==> src/core/amc_consts.vh <==
`ifndef AMC_CONSTS_VH
`define AMC_CONSTS_VH
// clock period in ns
`define AMC_CLK_NS 10
// startup wait after supply good, in ns
`define AMC_STARTUP_NS 2000000
`define AMC_STARTUP_CYC (`AMC_STARTUP_NS / `AMC_CLK_NS)
// sleep entry time, ns
`define AMC_SLEEP_IN_NS 40
`define AMC_SLEEP_IN_CYC ((`AMC_SLEEP_IN_NS + `AMC_CLK_NS - 1) / `AMC_CLK_NS)
// wake initialisation wait, ns
`define AMC_WAKE_NS 100000
`define AMC_WAKE_CYC (`AMC_WAKE_NS / `AMC_CLK_NS)
// write pulse width, ns
`define AMC_WP_NS 50
`define AMC_WP_CYC ((`AMC_WP_NS + `AMC_CLK_NS - 1) / `AMC_CLK_NS)
// strobe low to output off, ns
`define AMC_WLQZ_NS 20
`define AMC_WLQZ_CYC ((`AMC_WLQZ_NS + `AMC_CLK_NS - 1) / `AMC_CLK_NS)
// select access time, ns
`define AMC_ACC_NS 50
`define AMC_ACC_CYC ((`AMC_ACC_NS + `AMC_CLK_NS - 1) / `AMC_CLK_NS)
// address and data hold after write end, in cycles
`define AMC_HOLD_CYC 1
// die select address bits
`define AMC_DIE_HI 22
`define AMC_DIE_LO 21
`define AMC_ADDR_W 23
`endif

==> src/core/amc_mram_ctrl.v <==
`timescale 1ns/10ps
`include "amc_consts.vh"
module amc_mram_ctrl #(
  parameter STARTUP_CYC = `AMC_STARTUP_CYC,
  parameter WAKE_CYC    = `AMC_WAKE_CYC
) (
  // clock and reset
  input  wire        sys_clk,
  input  wire        nrst,
  // user request side
  input  wire        reqValid,
  input  wire        reqWrite,
  input  wire        reqSelEnd,
  input  wire [22:0] reqAddr,
  input  wire [7:0]  reqData,
  input  wire        sleepReq,
  output wire        reqReady,
  output reg         rspValid,
  output reg  [7:0]  rspData,
  output reg         rspErr,
  output reg         flagInitDone,
  // memory pins
  output reg  [22:0] memAddr,
  output reg  [3:0]  memSelN,
  output reg         memSelAllN,
  output reg         memStrobeN,
  output reg         memOutEnN,
  output reg         memSleep,
  input  wire [7:0]  memDqIn,
  output reg  [7:0]  memDqOut,
  output reg         memDqOe,
  input  wire        memErrN
);
  localparam S_START = 4'h0;
  localparam S_INIT  = 4'h1;
  localparam S_IDLE  = 4'h2;
  localparam S_RD    = 4'h3;
  localparam S_WZ    = 4'h4;
  localparam S_WP    = 4'h5;
  localparam S_HOLD  = 4'h6;
  localparam S_SLP   = 4'h7;
  localparam S_WAKE  = 4'h8;
  localparam S_GAP   = 4'h9;
  reg [3:0]  stateReg;
  reg [20:0] cntReg;
  reg [1:0]  dieReg;
  reg        initReg;
  reg        selEndReg;
  // a request is taken only in idle with no sleep pending
  assign reqReady = (stateReg == S_IDLE) && !sleepReq;
  always @(posedge sys_clk or negedge nrst) begin
    if (!nrst) begin
      stateReg     <= S_START;
      cntReg       <= 21'h00_0000;
      dieReg       <= 2'h0;
      initReg      <= 1'b0;
      selEndReg    <= 1'b0;
      rspValid     <= 1'b0;
      rspData      <= 8'h00;
      rspErr       <= 1'b0;
      flagInitDone <= 1'b0;
      memAddr      <= 23'h00_0000;
      memSelN      <= 4'hF;
      memSelAllN   <= 1'b1;
      memStrobeN   <= 1'b1;
      memOutEnN    <= 1'b1;
      memSleep     <= 1'b0;
      memDqOut     <= 8'h00;
      memDqOe      <= 1'b0;
    end else begin
      rspValid <= 1'b0;
      case (stateReg)
        S_START: begin
          // power-up wait, selects and strobe held high
          cntReg <= cntReg + 21'h00_0001;
          if (cntReg >= STARTUP_CYC - 1) begin
            cntReg  <= 21'h00_0000;
            dieReg  <= 2'h0;
            initReg <= 1'b0;
            stateReg <= S_INIT;
          end
        end
        S_INIT: begin
          // step unified select through every die to define the flag
          memSelAllN <= 1'b0;
          memOutEnN  <= 1'b1;
          memStrobeN <= 1'b1;
          memDqOe    <= 1'b0;
          memAddr    <= {dieReg, 21'h00_0000};
          cntReg     <= cntReg + 21'h00_0001;
          if (cntReg >= `AMC_ACC_CYC) begin
            cntReg <= 21'h00_0000;
            dieReg <= dieReg + 2'h1;
            if (dieReg == 2'h3) begin
              memSelAllN   <= 1'b1;
              initReg      <= 1'b1;
              flagInitDone <= 1'b1;
              stateReg     <= S_IDLE;
            end
          end
        end
        S_IDLE: begin
          cntReg <= 21'h00_0000;
          if (sleepReq) begin
            memSelN    <= 4'hF;
            memSelAllN <= 1'b1;
            memOutEnN  <= 1'b1;
            memDqOe    <= 1'b0;
            memStrobeN <= 1'b1;
            memSleep   <= 1'b1;
            flagInitDone <= 1'b0;
            stateReg   <= S_SLP;
          end else if (reqValid) begin
            memAddr    <= reqAddr;
            memSelAllN <= 1'b0;
            selEndReg  <= reqSelEnd;
            if (reqWrite) begin
              memOutEnN  <= 1'b1;
              memStrobeN <= 1'b0;
              memDqOut   <= reqData;
              stateReg   <= S_WZ;
            end else begin
              memOutEnN <= 1'b0;
              stateReg  <= S_RD;
            end
          end
        end
        S_RD: begin
          // select and output enable held for the access time
          cntReg <= cntReg + 21'h00_0001;
          if (cntReg >= `AMC_ACC_CYC - 1) begin
            rspData    <= memDqIn;
            rspErr     <= initReg && !memErrN;
            rspValid   <= 1'b1;
            memSelAllN <= 1'b1;
            memOutEnN  <= 1'b1;
            stateReg   <= S_GAP;
          end
        end
        S_WZ: begin
          // strobe already low, data waits for the output-off delay
          cntReg <= cntReg + 21'h00_0001;
          if (cntReg >= `AMC_WLQZ_CYC - 1) begin
            memDqOe  <= 1'b1;
            stateReg <= S_WP;
          end
        end
        S_WP: begin
          // pulse counted from the strobe fall, ended on the chosen edge
          cntReg <= cntReg + 21'h00_0001;
          if (cntReg >= `AMC_WP_CYC - 1) begin
            cntReg <= 21'h00_0000;
            if (selEndReg)
              memSelAllN <= 1'b1;
            else
              memStrobeN <= 1'b1;
            stateReg <= S_HOLD;
          end
        end
        S_HOLD: begin
          // address and data kept one cycle past the ending edge
          cntReg <= cntReg + 21'h00_0001;
          if (cntReg >= `AMC_HOLD_CYC - 1) begin
            memDqOe    <= 1'b0;
            memSelAllN <= 1'b1;
            memStrobeN <= 1'b1;
            rspValid   <= 1'b1;
            stateReg   <= S_GAP;
          end
        end
        S_GAP: begin
          // one quiet cycle between transfers
          cntReg   <= 21'h00_0000;
          stateReg <= S_IDLE;
        end
        S_SLP: begin
          // sleep pin released only with every select and the strobe high
          if (cntReg < `AMC_SLEEP_IN_CYC)
            cntReg <= cntReg + 21'h00_0001;
          else if (!sleepReq && memSelAllN && memStrobeN) begin
            memSleep <= 1'b0;
            cntReg   <= 21'h00_0000;
            stateReg <= S_WAKE;
          end
        end
        S_WAKE: begin
          // wake wait before the flag is initialised again
          cntReg <= cntReg + 21'h00_0001;
          if (cntReg >= WAKE_CYC - 1) begin
            cntReg   <= 21'h00_0000;
            dieReg   <= 2'h0;
            initReg  <= 1'b0;
            stateReg <= S_INIT;
          end
        end
        default: stateReg <= S_START;
      endcase
    end
  end
endmodule // amc_mram_ctrl

==> config.mk <==
export PLATFORM = sky130hd
export DESIGN_NAME = amc_mram_ctrl
export DESIGN_NICKNAME = d
export VERILOG_FILES = /design/src/core/amc_mram_ctrl.v
export VERILOG_INCLUDE_DIRS = /design/src /design/src/core
export SDC_FILE = /design/constraint.sdc
export NUM_CORES = 1
export LEC_CHECK = 0
export ABC_AREA = 1
export BUFFER_PORTS_ARGS = -buffer_cell sky130_fd_sc_hd__buf_4
export CAP_MARGIN = 15
export CORE_ASPECT_RATIO = 0.9
export CORE_MARGIN = 4
export CORE_UTILIZATION = 58
export CTS_BUF_LIST = sky130_fd_sc_hd__clkbuf_2 sky130_fd_sc_hd__clkbuf_4 sky130_fd_sc_hd__clkbuf_8
export DETAILED_ROUTE_END_ITERATION = 12
export GPL_TIMING_DRIVEN = 1
export PLACE_DENSITY_LB_ADDON = 0.1
export REMOVE_ABC_BUFFERS = 1
export SLEW_MARGIN = 25
export SYNTH_ARGS = -nofsm -noshare
export SYNTH_HDL_FRONTEND = slang
export SYNTH_SLANG_ARGS = --single-unit
==> constraint.sdc <==
create_clock -name sys_clk -period 5 [get_ports sys_clk]
set_input_delay 0 -clock sys_clk [delete_from_list [all_inputs] [get_ports sys_clk]]
set_output_delay 0 -clock sys_clk [all_outputs]
set_load 0.01 [all_outputs]
==> results of run 1 <==
[cells in the mapped netlist (all sizes together), types with 5 or more instances]
cell	instances	area share
nand4	11	0.016
buf	9	0.015
a21oi	5	0.011
xor2	15	0.031
nor2	89	0.087
nand3	39	0.052
inv	72	0.064
dfrtp	73	0.43
nor3	11	0.013
o21ai	43	0.050
nand2	191	0.17
[metal layers]
layer  vias up  global-route usage  part of all wire
li1       2111                   -                 -
met1      2043               0.388              0.42
met2       232               0.500              0.47
met3        36              0.0671             0.083
met4         0               0.103             0.021
met5         -                   0                 0
[worst min path at each step]
stage	startpoint	to	slack (ns)
after floorplan	nrst	cntReg[0]	-0.30
after global placement	nrst	memAddr[10]	0.19
after detailed placement	nrst	memAddr[10]	0.19
after CTS	sleepReq	memSleep	0.1
after global routing	sleepReq	flagInitDone	0.14
final	sleepReq	memSleep	0.11
[stage by stage]
step	utilization	instance area, sq um	setup slack (ns)	hold slack [ns]
2_1_floorplan	-	4210	3.15	-0.296
3_3_place_gp	0.707	5030	2.70	0.188
3_5_place_dp	0.708	5030	2.69	0.190
4_1_cts	0.797	5670	2.68	0.0951
5_1_grt	0.797	5670	2.46	0.139
6_report	0.797	5670	2.66	0.109
[where the power goes]
part	internal, mW	total (mW)	switching [mW]
Combinational	0.432	1.13	0.702
Clock	0.244	0.476	0.233
Sequential	0.785	0.910	0.125
[state kept, by name, indices dropped and copies added, names as in the netlist, 2 cells and up]
| register | cells |
|---|---|
| memDqOut | 8 |
| dieReg | 2 |
| stateReg | 4 |
| memAddr | 23 |
| rspData | 8 |
| cntReg | 21 |
[logic make-up (layout without fill, tap and decap cells)]
| logic type | after synthesis | count (layout) | share of synthesized area |
|---|---|---|---|
| buffers and inverters | 84 | 224 | 0.0819 |
| AOI/OAI and AO/OA | 56 | 56 | 0.0769 |
| adders and majority gates | 4 | 4 | 0.0117 |
| DFF | 76 | 76 | 0.446 |
| xor gates and xnor gates | 16 | 16 | 0.0328 |
| and+or+nand+nor | 349 | 349 | 0.350 |
| other | 1 | 4 | 0.000877 |
[layout make-up]
type,count,share of cell area
clock inverters,5,0.0110
clock buffers,11,0.0245
repair buffers,136,0.199
flip-flops and latches,76,0.336
inverters,72,0.0486
multi-input cells,429,0.360
well taps,93,0.0205
[critical path, cell delays in order, from the launching register on]
cell and delay (ns):
dfrtp_1 0.45, nor2_1 0.19, nand2_1 0.09, nor2_2 0.17, nand3_4 0.14, a21oi_4 0.51
inv_4 0.18, a21oi_4 0.39, nor2_1 0.09
[what timing repair did]
| action | CTS | global route |
|---|---|---|
| setup buffers | 0 | 0 |
| hold endpoints to repair | 115 | 0 |
| hold buffers | 43 | 0 |
| setup endpoints to repair | 0 | 0 |
==> results.sh, run 1 <==
export IMPL_ant_nets=0
export IMPL_timing_rr_start="cntReg[6]"
export IMPL_grt_max_degree=77
export IMPL_drt_total_wl_um=12900
export IMPL_place_congestion=0.969
export IMPL_reg2reg_depth=8
export IMPL_hp_class="primary input to flip-flop"
export IMPL_cp_required_ns=5.23
export IMPL_dieArea_sq_mm=0.00881
export IMPL_area_growth_pct=32.5
export IMPL_placedCellCount=763
export IMPL_die_w_um=98.5
export IMPL_io_pins=98
export IMPL_layout_cells_non_filler=822
export IMPL_nFillCells=481
export IMPL_grt_pass1_wl_um=20800
export IMPL_final_common_cell="nand2_1"
export IMPL_worstSetupPathType="flip-flop to flip-flop"
export IMPL_ys_ff_latch=76
export IMPL_vias_per_cell=5.38
export IMPL_insertion_delay_ns=0.35
export IMPL_r2r_setup_slack_ns=2.66
export IMPL_drtIter0Drc=439
export IMPL_synth_edf_count=0
export IMPL_start_kind="flip-flop"
export IMPL_clockRootBuffer="clkbuf_8"
export IMPL_clkSlewWorstSetupHoldPaths_ns=0.08
export IMPL_first_pass_iters=5
export IMPL_max_freq_mhz=428
export IMPL_setup_tns_ns=0
export IMPL_cts_tree="yes"
export IMPL_synth_ff_type="dfrtp_1"
export IMPL_post_route_period_util=0.468
export IMPL_numCtsBuffers=9
export IMPL_cts_sinks=76
export IMPL_dp_hpwl_um=8700
export IMPL_crit_fanout=19
export IMPL_wire_per_inst_um=15.7
export IMPL_final_cell_mix="nand2_1, buf_4, nor2_1"
export IMPL_ctsResizeCount=0
export IMPL_p_per_area_mw_per_mm2=445
export IMPL_cp_endpoint="cntReg[8]"
export IMPL_gr_total_overflow=0
export IMPL_ys_warn_count=0
export IMPL_status="complete, no violations"
export IMPL_finalHoldViolCount=0
export IMPL_initial_core_util=0.601
export IMPL_rsz0062_at_grt="no"
export IMPL_grt_pass1_vias=4308
export IMPL_avgSynthCellArea_sq_um=7.30
export IMPL_max_vdd_ir_drop_uv=327
export IMPL_grt_use_total=0.298
export IMPL_p_leak_nw=2.87
export IMPL_worstMarginPinSlew_ns=0.909
export IMPL_cp_arrival_ns=2.57
export IMPL_rows=29
export IMPL_slew_viol_final=0
export IMPL_setup_viol=0
export IMPL_min_period_ns=2.34
export IMPL_drc=0
export IMPL_coreArea_sq_mm=0.00711
export IMPL_fin_worst_skew_ns=0.0122
export IMPL_antenna_found_initial=0
export IMPL_synth_cell_type_count=36
export IMPL_drive_gt1_frac=0.204
export IMPL_die_y_um=89.5
export IMPL_end_kind="flip-flop"
export IMPL_multi_input_area_sq_mm=0.00204
export IMPL_cts_buffer_depth=2
export IMPL_diodes=0
export IMPL_htreeDepth=3
export IMPL_final_seq_area_sq_mm=0.00191
export IMPL_synth_area_sq_mm=0.00428
export IMPL_drv_cap=0
export IMPL_postSynthCellCount=586
export IMPL_hold_depth=6
export IMPL_numPortBuffers=93
export IMPL_rr_endpoint="cntReg[8]"
export IMPL_seq_area_frac_synth=0.446
export IMPL_async_flop_share=1.00
export IMPL_vias=4422
export IMPL_total_power_mw=2.52
export IMPL_nNetsFinal=774
export IMPL_critical_path_startpoint="cntReg[6]"
export IMPL_relSlewSlack=0.394
Note: power is estimated with default switching activity, not from simulation.
==> inputs of run 2 (changes only) <==
- CORE_UTILIZATION: 58 -> 51
- clock period: 5 -> 1.9 ns (I/O delays scaled with it)
==> run 2 against run 1 <==
Design area grew 17%. Worst hold slack lost 0.096 ns. Sequential share of layout area shrank 4.5 points. Routed wire length grew 8.0%. Sequential power grew to 2.6 times the previous value. First-iteration DRC count shrank 31%. Critical endpoint unchanged. Largest power group unchanged.
==> results.sh, run 2 (synthesized netlist as in run 1, its figures left out) <==
export IMPL_clkSlewWorstSetupHoldPaths_ns=0.09
export IMPL_wire_per_inst_um=15.5
export IMPL_worstSetupPathType="flip-flop to flip-flop"
export IMPL_top_layer="met4"
export IMPL_ant_nets=0
export IMPL_reg_top3="memAddr: 23 flops, cntReg: 21 flops"
export IMPL_dieArea_sq_mm=0.00992
export IMPL_max_flop_register="memAddr"
export IMPL_max_vdd_ir_drop_uv=1030
export IMPL_area_growth_pct=54.5
export IMPL_rsz0062_at_grt="yes"
export IMPL_min_period_ns=1.87
export IMPL_met2_length_um=6510
export IMPL_grt_use_total=0.272
export IMPL_place_area_sq_mm=0.00554
export IMPL_drv_cap=0
export IMPL_diodes=0
export IMPL_m1WireLength_um=5970
export IMPL_first_pass_iters=7
export IMPL_vias=4704
export IMPL_io_pins=98
export IMPL_fin_worst_skew_ns=0.0130
export IMPL_post_place_ws_ns=-0.0316
export IMPL_hp_class="primary input to flip-flop"
export IMPL_dp_hpwl_um=9390
export IMPL_numCtsBuffers=9
export IMPL_cts_buffer_depth=2
export IMPL_drt_total_wl_um=14000
export IMPL_initial_core_util=0.528
export IMPL_grt_max_degree=41
export IMPL_crit_top_cell="nand3_2"
export IMPL_antenna_found_initial=0
export IMPL_die_w_um=105
export IMPL_htreeDepth=3
export IMPL_die_y_um=94.9
export IMPL_layout_cells_non_filler=899
export IMPL_grt_pass1_vias=4378
export IMPL_coreArea_sq_mm=0.00811
export IMPL_vias_per_cell=5.23
export IMPL_crit_fanout=13
export IMPL_drive_gt1_frac=0.371
export IMPL_setup_tns_ns=0
export IMPL_start_kind="flip-flop"
export IMPL_end_kind="flip-flop"
export IMPL_finalWorstSetupSlack_ns=0.0297
export IMPL_cp_required_ns=2.14
export IMPL_slew_viol_final=0
export IMPL_gr_total_overflow=0
export IMPL_p_leak_nw=3.28
export IMPL_cts_tree="yes"
export IMPL_crit_chain="buf_6 > ha_2 > nand3_2 > nor2_2 > nand3_2 > nand3_4 > nand2_2 > inv_2 > nand2_4 > a21oi_4 > buf_12 > nor2_1"
export IMPL_insertion_delay_ns=0.35
export IMPL_placedCellCount=830
export IMPL_nFillCells=532
export IMPL_grt_pass1_wl_um=21400
export IMPL_crit_buf_inv=3
export IMPL_cp_arrival_ns=2.11
export IMPL_p_per_area_mw_per_mm2=1140
export IMPL_numPortBuffers=93
export IMPL_final_cell_mix="nand2_1, buf_4, dfrtp_1"
export IMPL_setup_viol=0
export IMPL_nNetsFinal=845
export IMPL_clockRootBuffer="clkbuf_8"
export IMPL_drc=0
export IMPL_total_power_mw=7.54
export IMPL_final_common_cell="nand2_1"
export IMPL_slowest_delay_ns=0.46
export IMPL_cp_top_family="simple AND/OR/NAND/NOR gates"
export IMPL_final_cell_area_sq_mm=0.00661
export IMPL_final_util=0.815
export IMPL_cts_sinks=76
export IMPL_max_freq_mhz=535
export IMPL_wl_met3_um=1330
export IMPL_finalHoldViolCount=0
export IMPL_place_congestion=0.995
export IMPL_rows=31
export IMPL_slowest_stage="dfrtp_2"
export IMPL_hold_worst_slack_ns=0.0124
export IMPL_drtIter0Drc=303
export IMPL_status="complete, no violations"
export IMPL_post_route_period_util=0.984
export IMPL_largest_reg_flops=23
## run 2: changes by cell type in the layout (fill, tap and decap cells not counted), sizes merged
cell	before	now
dlygate4sd3	43	42
clkinv	2	1
inv	72	74
clkbuf	11	9
clkinvlp	2	3
buf	93	165
## run 2: cell type report
class	count	area (sq um)	share of cell area
clock buffer	9	124	0.0187
clock inverter	7	83.8	0.0127
inverter	72	275	0.0417
multi-input combinational	429	2350	0.356
tap	99	124	0.0187
sequential	76	1920	0.291
timing repair buffer	207	1730	0.262
## run 2: power by group
group          internal [mW]  switching, mW
Combinational           1.76           2.07
Sequential              2.07          0.340
Clock                  0.627          0.667
## run 2: repair_timing
item	in CTS	in global routing
hold buffers	42	0
setup buffers	1	12
pin swaps	0	21
hold endpoints to repair	77	0
resized for setup	9	93
endpoints found under the setup margin	17	38
## run 2: worst paths after layout
kind	start	cells after the start	slack [ns]	to
worst max-delay path	cntReg[0]	12	0.03	cntReg[8]
worst min-delay path	reqWrite	3	0.01	memOutEnN
worst max register to register	cntReg[0]	12	0.03	cntReg[8]
worst min register to register	memDqOut[0]	2	0.48	memDqOut[0]
max in group asynchronous	nrst	3	1.14	stateReg[3]
min in group asynchronous	nrst	2	0.16	memAddr[15]
## run 2: worst reg2reg max path, delay by kind of cell (launching register included)
kind	cells	cell delay [ns]
AOI/OAI and AO/OA	1	0.14
adders and majority gates	1	0.18
buffers and inverters	3	0.35
DFF	1	0.46
and+or+nand+nor	7	0.62
## run 2: routing by layer
metal | vias to the layer above | GRT usage
met1 | 2212 | 0.366
li1 | 2247 | -
met4 | 0 | 0.0775
met5 | - | 0
met2 | 229 | 0.426
met3 | 16 | 0.0834
==> inputs of run 3 (changes only) <==
- ABC_AREA: 1 -> default
- CORE_UTILIZATION: 51 -> 50
==> run 3 against run 2 <==
The run now ends with negative setup slack left. Via count is 11% lower. Combinational power grew 45%. Global-route usage rose by 1.8 points. Die area is 6.4% lower. Non-clock buffer count up 44. Synthesized cell count decreased by 36%. Utilization is 5.0 points higher. Cell count shrank 20%. Design area down 0.68%. Sequential power is 9.5% higher. Sequential cell count is the same. Highest routed layer unchanged.
==> results.sh, run 3 <==
export IMPL_max_vdd_ir_drop_uv=855
export IMPL_status="finished with violations"
export IMPL_async_flop_share=1.00
export IMPL_rr_endpoint="cntReg[9]"
export IMPL_drc=0
export IMPL_post_route_period_util=1.19
export IMPL_vias=4206
export IMPL_synth_cell_type_count=65
export IMPL_nNetsFinal=670
export IMPL_ys_ff_latch=76
export IMPL_finalWorstSetupSlack_ns=-0.362
export IMPL_antenna_found_initial=0
export IMPL_initial_core_util=0.514
export IMPL_drive_gt1_frac=0.538
export IMPL_numCtsBuffers=9
export IMPL_cp_arrival_ns=2.55
export IMPL_clockRootBuffer="clkbuf_8"
export IMPL_io_pins=98
export IMPL_fin_worst_skew_ns=0.0131
export IMPL_final_cell_mix="buf_4, dfrtp_1, dlygate4sd3_1"
export IMPL_rows=30
export IMPL_grt_pass1_vias=4263
export IMPL_hold_depth=4
export IMPL_p_leak_nw=3.13
export IMPL_placedCellCount=638
export IMPL_largest_reg_flops=23
export IMPL_area_growth_pct=68.3
export IMPL_seq_area_frac_synth=0.489
export IMPL_grt_pass1_wl_um=21400
export IMPL_crit_fanout=6
export IMPL_multi_input_area_sq_mm=0.00225
export IMPL_reg2reg_depth=8
export IMPL_reg_top3="memAddr: 23 flops, cntReg: 21 flops"
export IMPL_postSynthCellCount=374
export IMPL_avgSynthCellArea_sq_um=10.4
export IMPL_cts_sinks=76
export IMPL_cts_buffer_depth=2
export IMPL_drtIter0Drc=307
export IMPL_synth_area_sq_mm=0.00390
export IMPL_synth_area_top_cells="dfrtp_1, a22o_1, mux2_2"
export IMPL_yosysTopAreaCell="dfrtp_1"
export IMPL_max_freq_mhz=442
export IMPL_violations="negative setup slack"
export IMPL_p_per_area_mw_per_mm2=1440
export IMPL_ant_nets=0
export IMPL_ys_top_cells_by_count="dfrtp_1, nor2_1, nand2_1"
export IMPL_slew_viol_final=0
export IMPL_wire_per_inst_um=19.6
export IMPL_synth_ff_type="dfrtp_1"
export IMPL_nFillCells=379
export IMPL_drv_cap=0
export IMPL_cts_tree="yes"
export IMPL_clkSlewWorstSetupHoldPaths_ns=0.09
export IMPL_ys_warn_count=0
export IMPL_dp_hpwl_um=8310
export IMPL_min_from="reqValid"
export IMPL_htreeDepth=3
export IMPL_min_period_ns=2.26
export IMPL_hold_worst_slack_ns=0.0708
export IMPL_total_power_mw=9.44
export IMPL_worstSetupPathType="flip-flop to flip-flop"
export IMPL_start_kind="flip-flop"
export IMPL_die_y_um=91.8
export IMPL_synthMostInstantiatedCell="dfrtp_1"
export IMPL_coreArea_sq_mm=0.00758
export IMPL_vias_per_cell=5.83
export IMPL_r2r_setup_slack_ns=-0.36
export IMPL_insertion_delay_ns=0.36
export IMPL_rsz0062_at_grt="yes"
export IMPL_synth_top_area_frac=0.468
export IMPL_numPortBuffers=93
export IMPL_drt_total_wl_um=14100
export IMPL_grt_use_total=0.290
export IMPL_layout_cells_non_filler=722
export IMPL_finalHoldViolCount=0
export IMPL_final_common_cell="buf_4"
export IMPL_timing_rr_start="cntReg[12]"
export IMPL_end_kind="flip-flop"
export IMPL_setup_viol=40
export IMPL_final_util=0.866
export IMPL_hp_class="primary input to flip-flop"
export IMPL_grt_max_degree=43
export IMPL_max_flop_register="memAddr"
export IMPL_place_congestion=0.934
export IMPL_die_w_um=101
export IMPL_final_seq_area_sq_mm=0.00191
export IMPL_whs_endpoint="memOutEnN"
export IMPL_synth_edf_count=0
export IMPL_cp_required_ns=2.19
export IMPL_gr_total_overflow=0
export IMPL_first_pass_iters=6
export IMPL_dieArea_sq_mm=0.00928
[run 3: changes by cell type after synthesis, moves of 7 or more]
cell / change
o21ai_0: -14
mux2_2: +19
o21ai_1: -7
a22o_1: +29
nor2_1: -44
nand3_1: -21
nand2_1: -157
inv_1: -49
inv_2: -12
and3_1: +7
[run 3: what timing repair did]
action                                  in CTS  in global routing
gates resized for setup                     48                 70
setup buffers                                8                 15
pin swaps                                   25                 32
cloned                                       2                  1
endpoints found under the setup margin      48                 73
hold buffers                                43                  0
hold endpoints to repair                    99                  0
[run 3: metal layers]
metal | track usage | vias up | part of all wire
met3 | 0.0730 | 46 | 0.082
met2 | 0.466 | 242 | 0.49
met1 | 0.385 | 2061 | 0.40
met4 | 0.0853 | 0 | 0.030
li1 | - | 1857 | -
met5 | 0 | - | 0
[run 3: worst max-delay path: stages (launching register included)]
cell and delay, ns:
dfrtp_1 0.43, nor4_4 0.35, buf_4 0.19, buf_6 0.09, nand4_1 0.14, o32a_4 0.28, a22o_4 0.30, o21ai_0 0.21
a22o_1 0.21
[run 3: report_power, final]
part / switching, mW / internal (mW) / leakage, nW / total, mW
combinational: 2.70 / 2.87 / 2.06 / 5.57
sequential: 0.445 / 2.20 / 0.986 / 2.64
clock: 0.719 / 0.507 / 0.0907 / 1.23
[run 3: worst max path at each step]
stage / startpoint / endpoint / slack [ns] / cells past startpoint
detailed placement: cntReg[18] / stateReg[2] / -0.40 / 7
floorplan: stateReg[2] / memDqOut[6] / -0.68 / 6
CTS: cntReg[4] / cntReg[9] / -0.31 / 7
finish: cntReg[12] / cntReg[9] / -0.36 / 8
global route: cntReg[12] / cntReg[9] / -0.50 / 8
global placement: cntReg[18] / stateReg[2] / -0.41 / 7
[run 3: logic make-up after synthesis]
| kind of cell | Yosys count | synth area share |
|---|---|---|
| flip-flops | 76 | 0.489 |
| AND/OR/NAND/NOR | 137 | 0.183 |
| multiplexers | 22 | 0.0629 |
| adder cells (fa/ha/maj) | 4 | 0.0128 |
| AO/OA/AOI/OAI | 90 | 0.172 |
| buffers and inverters | 32 | 0.0529 |
| other | 1 | 0.000962 |
| XOR/XNOR | 12 | 0.0270 |
[run 3: layout make-up]
| type | count | area share |
|---|---|---|
| Clock buffer | 9 | 0.0189 |
| Timing Repair Buffer | 251 | 0.312 |
| Sequential cell | 76 | 0.291 |
| Clock inverter | 7 | 0.00972 |
| Multi-Input combinational cell | 272 | 0.343 |
| Inverter | 10 | 0.00572 |
| Antenna cell | 1 | 0.000381 |
| Tap cell | 96 | 0.0183 |
[run 3: metrics by stage]
step	TNS, ns	cell area (sq um)	setup WS [ns]
final	-8.41	6560	-0.362
after global placement	-10.08	5300	-0.411
after detailed placement	-12.01	5300	-0.398
after CTS	-7.67	6170	-0.308
after floorplan	-12.58	3740	-0.681
after global routing	-12.38	6560	-0.500
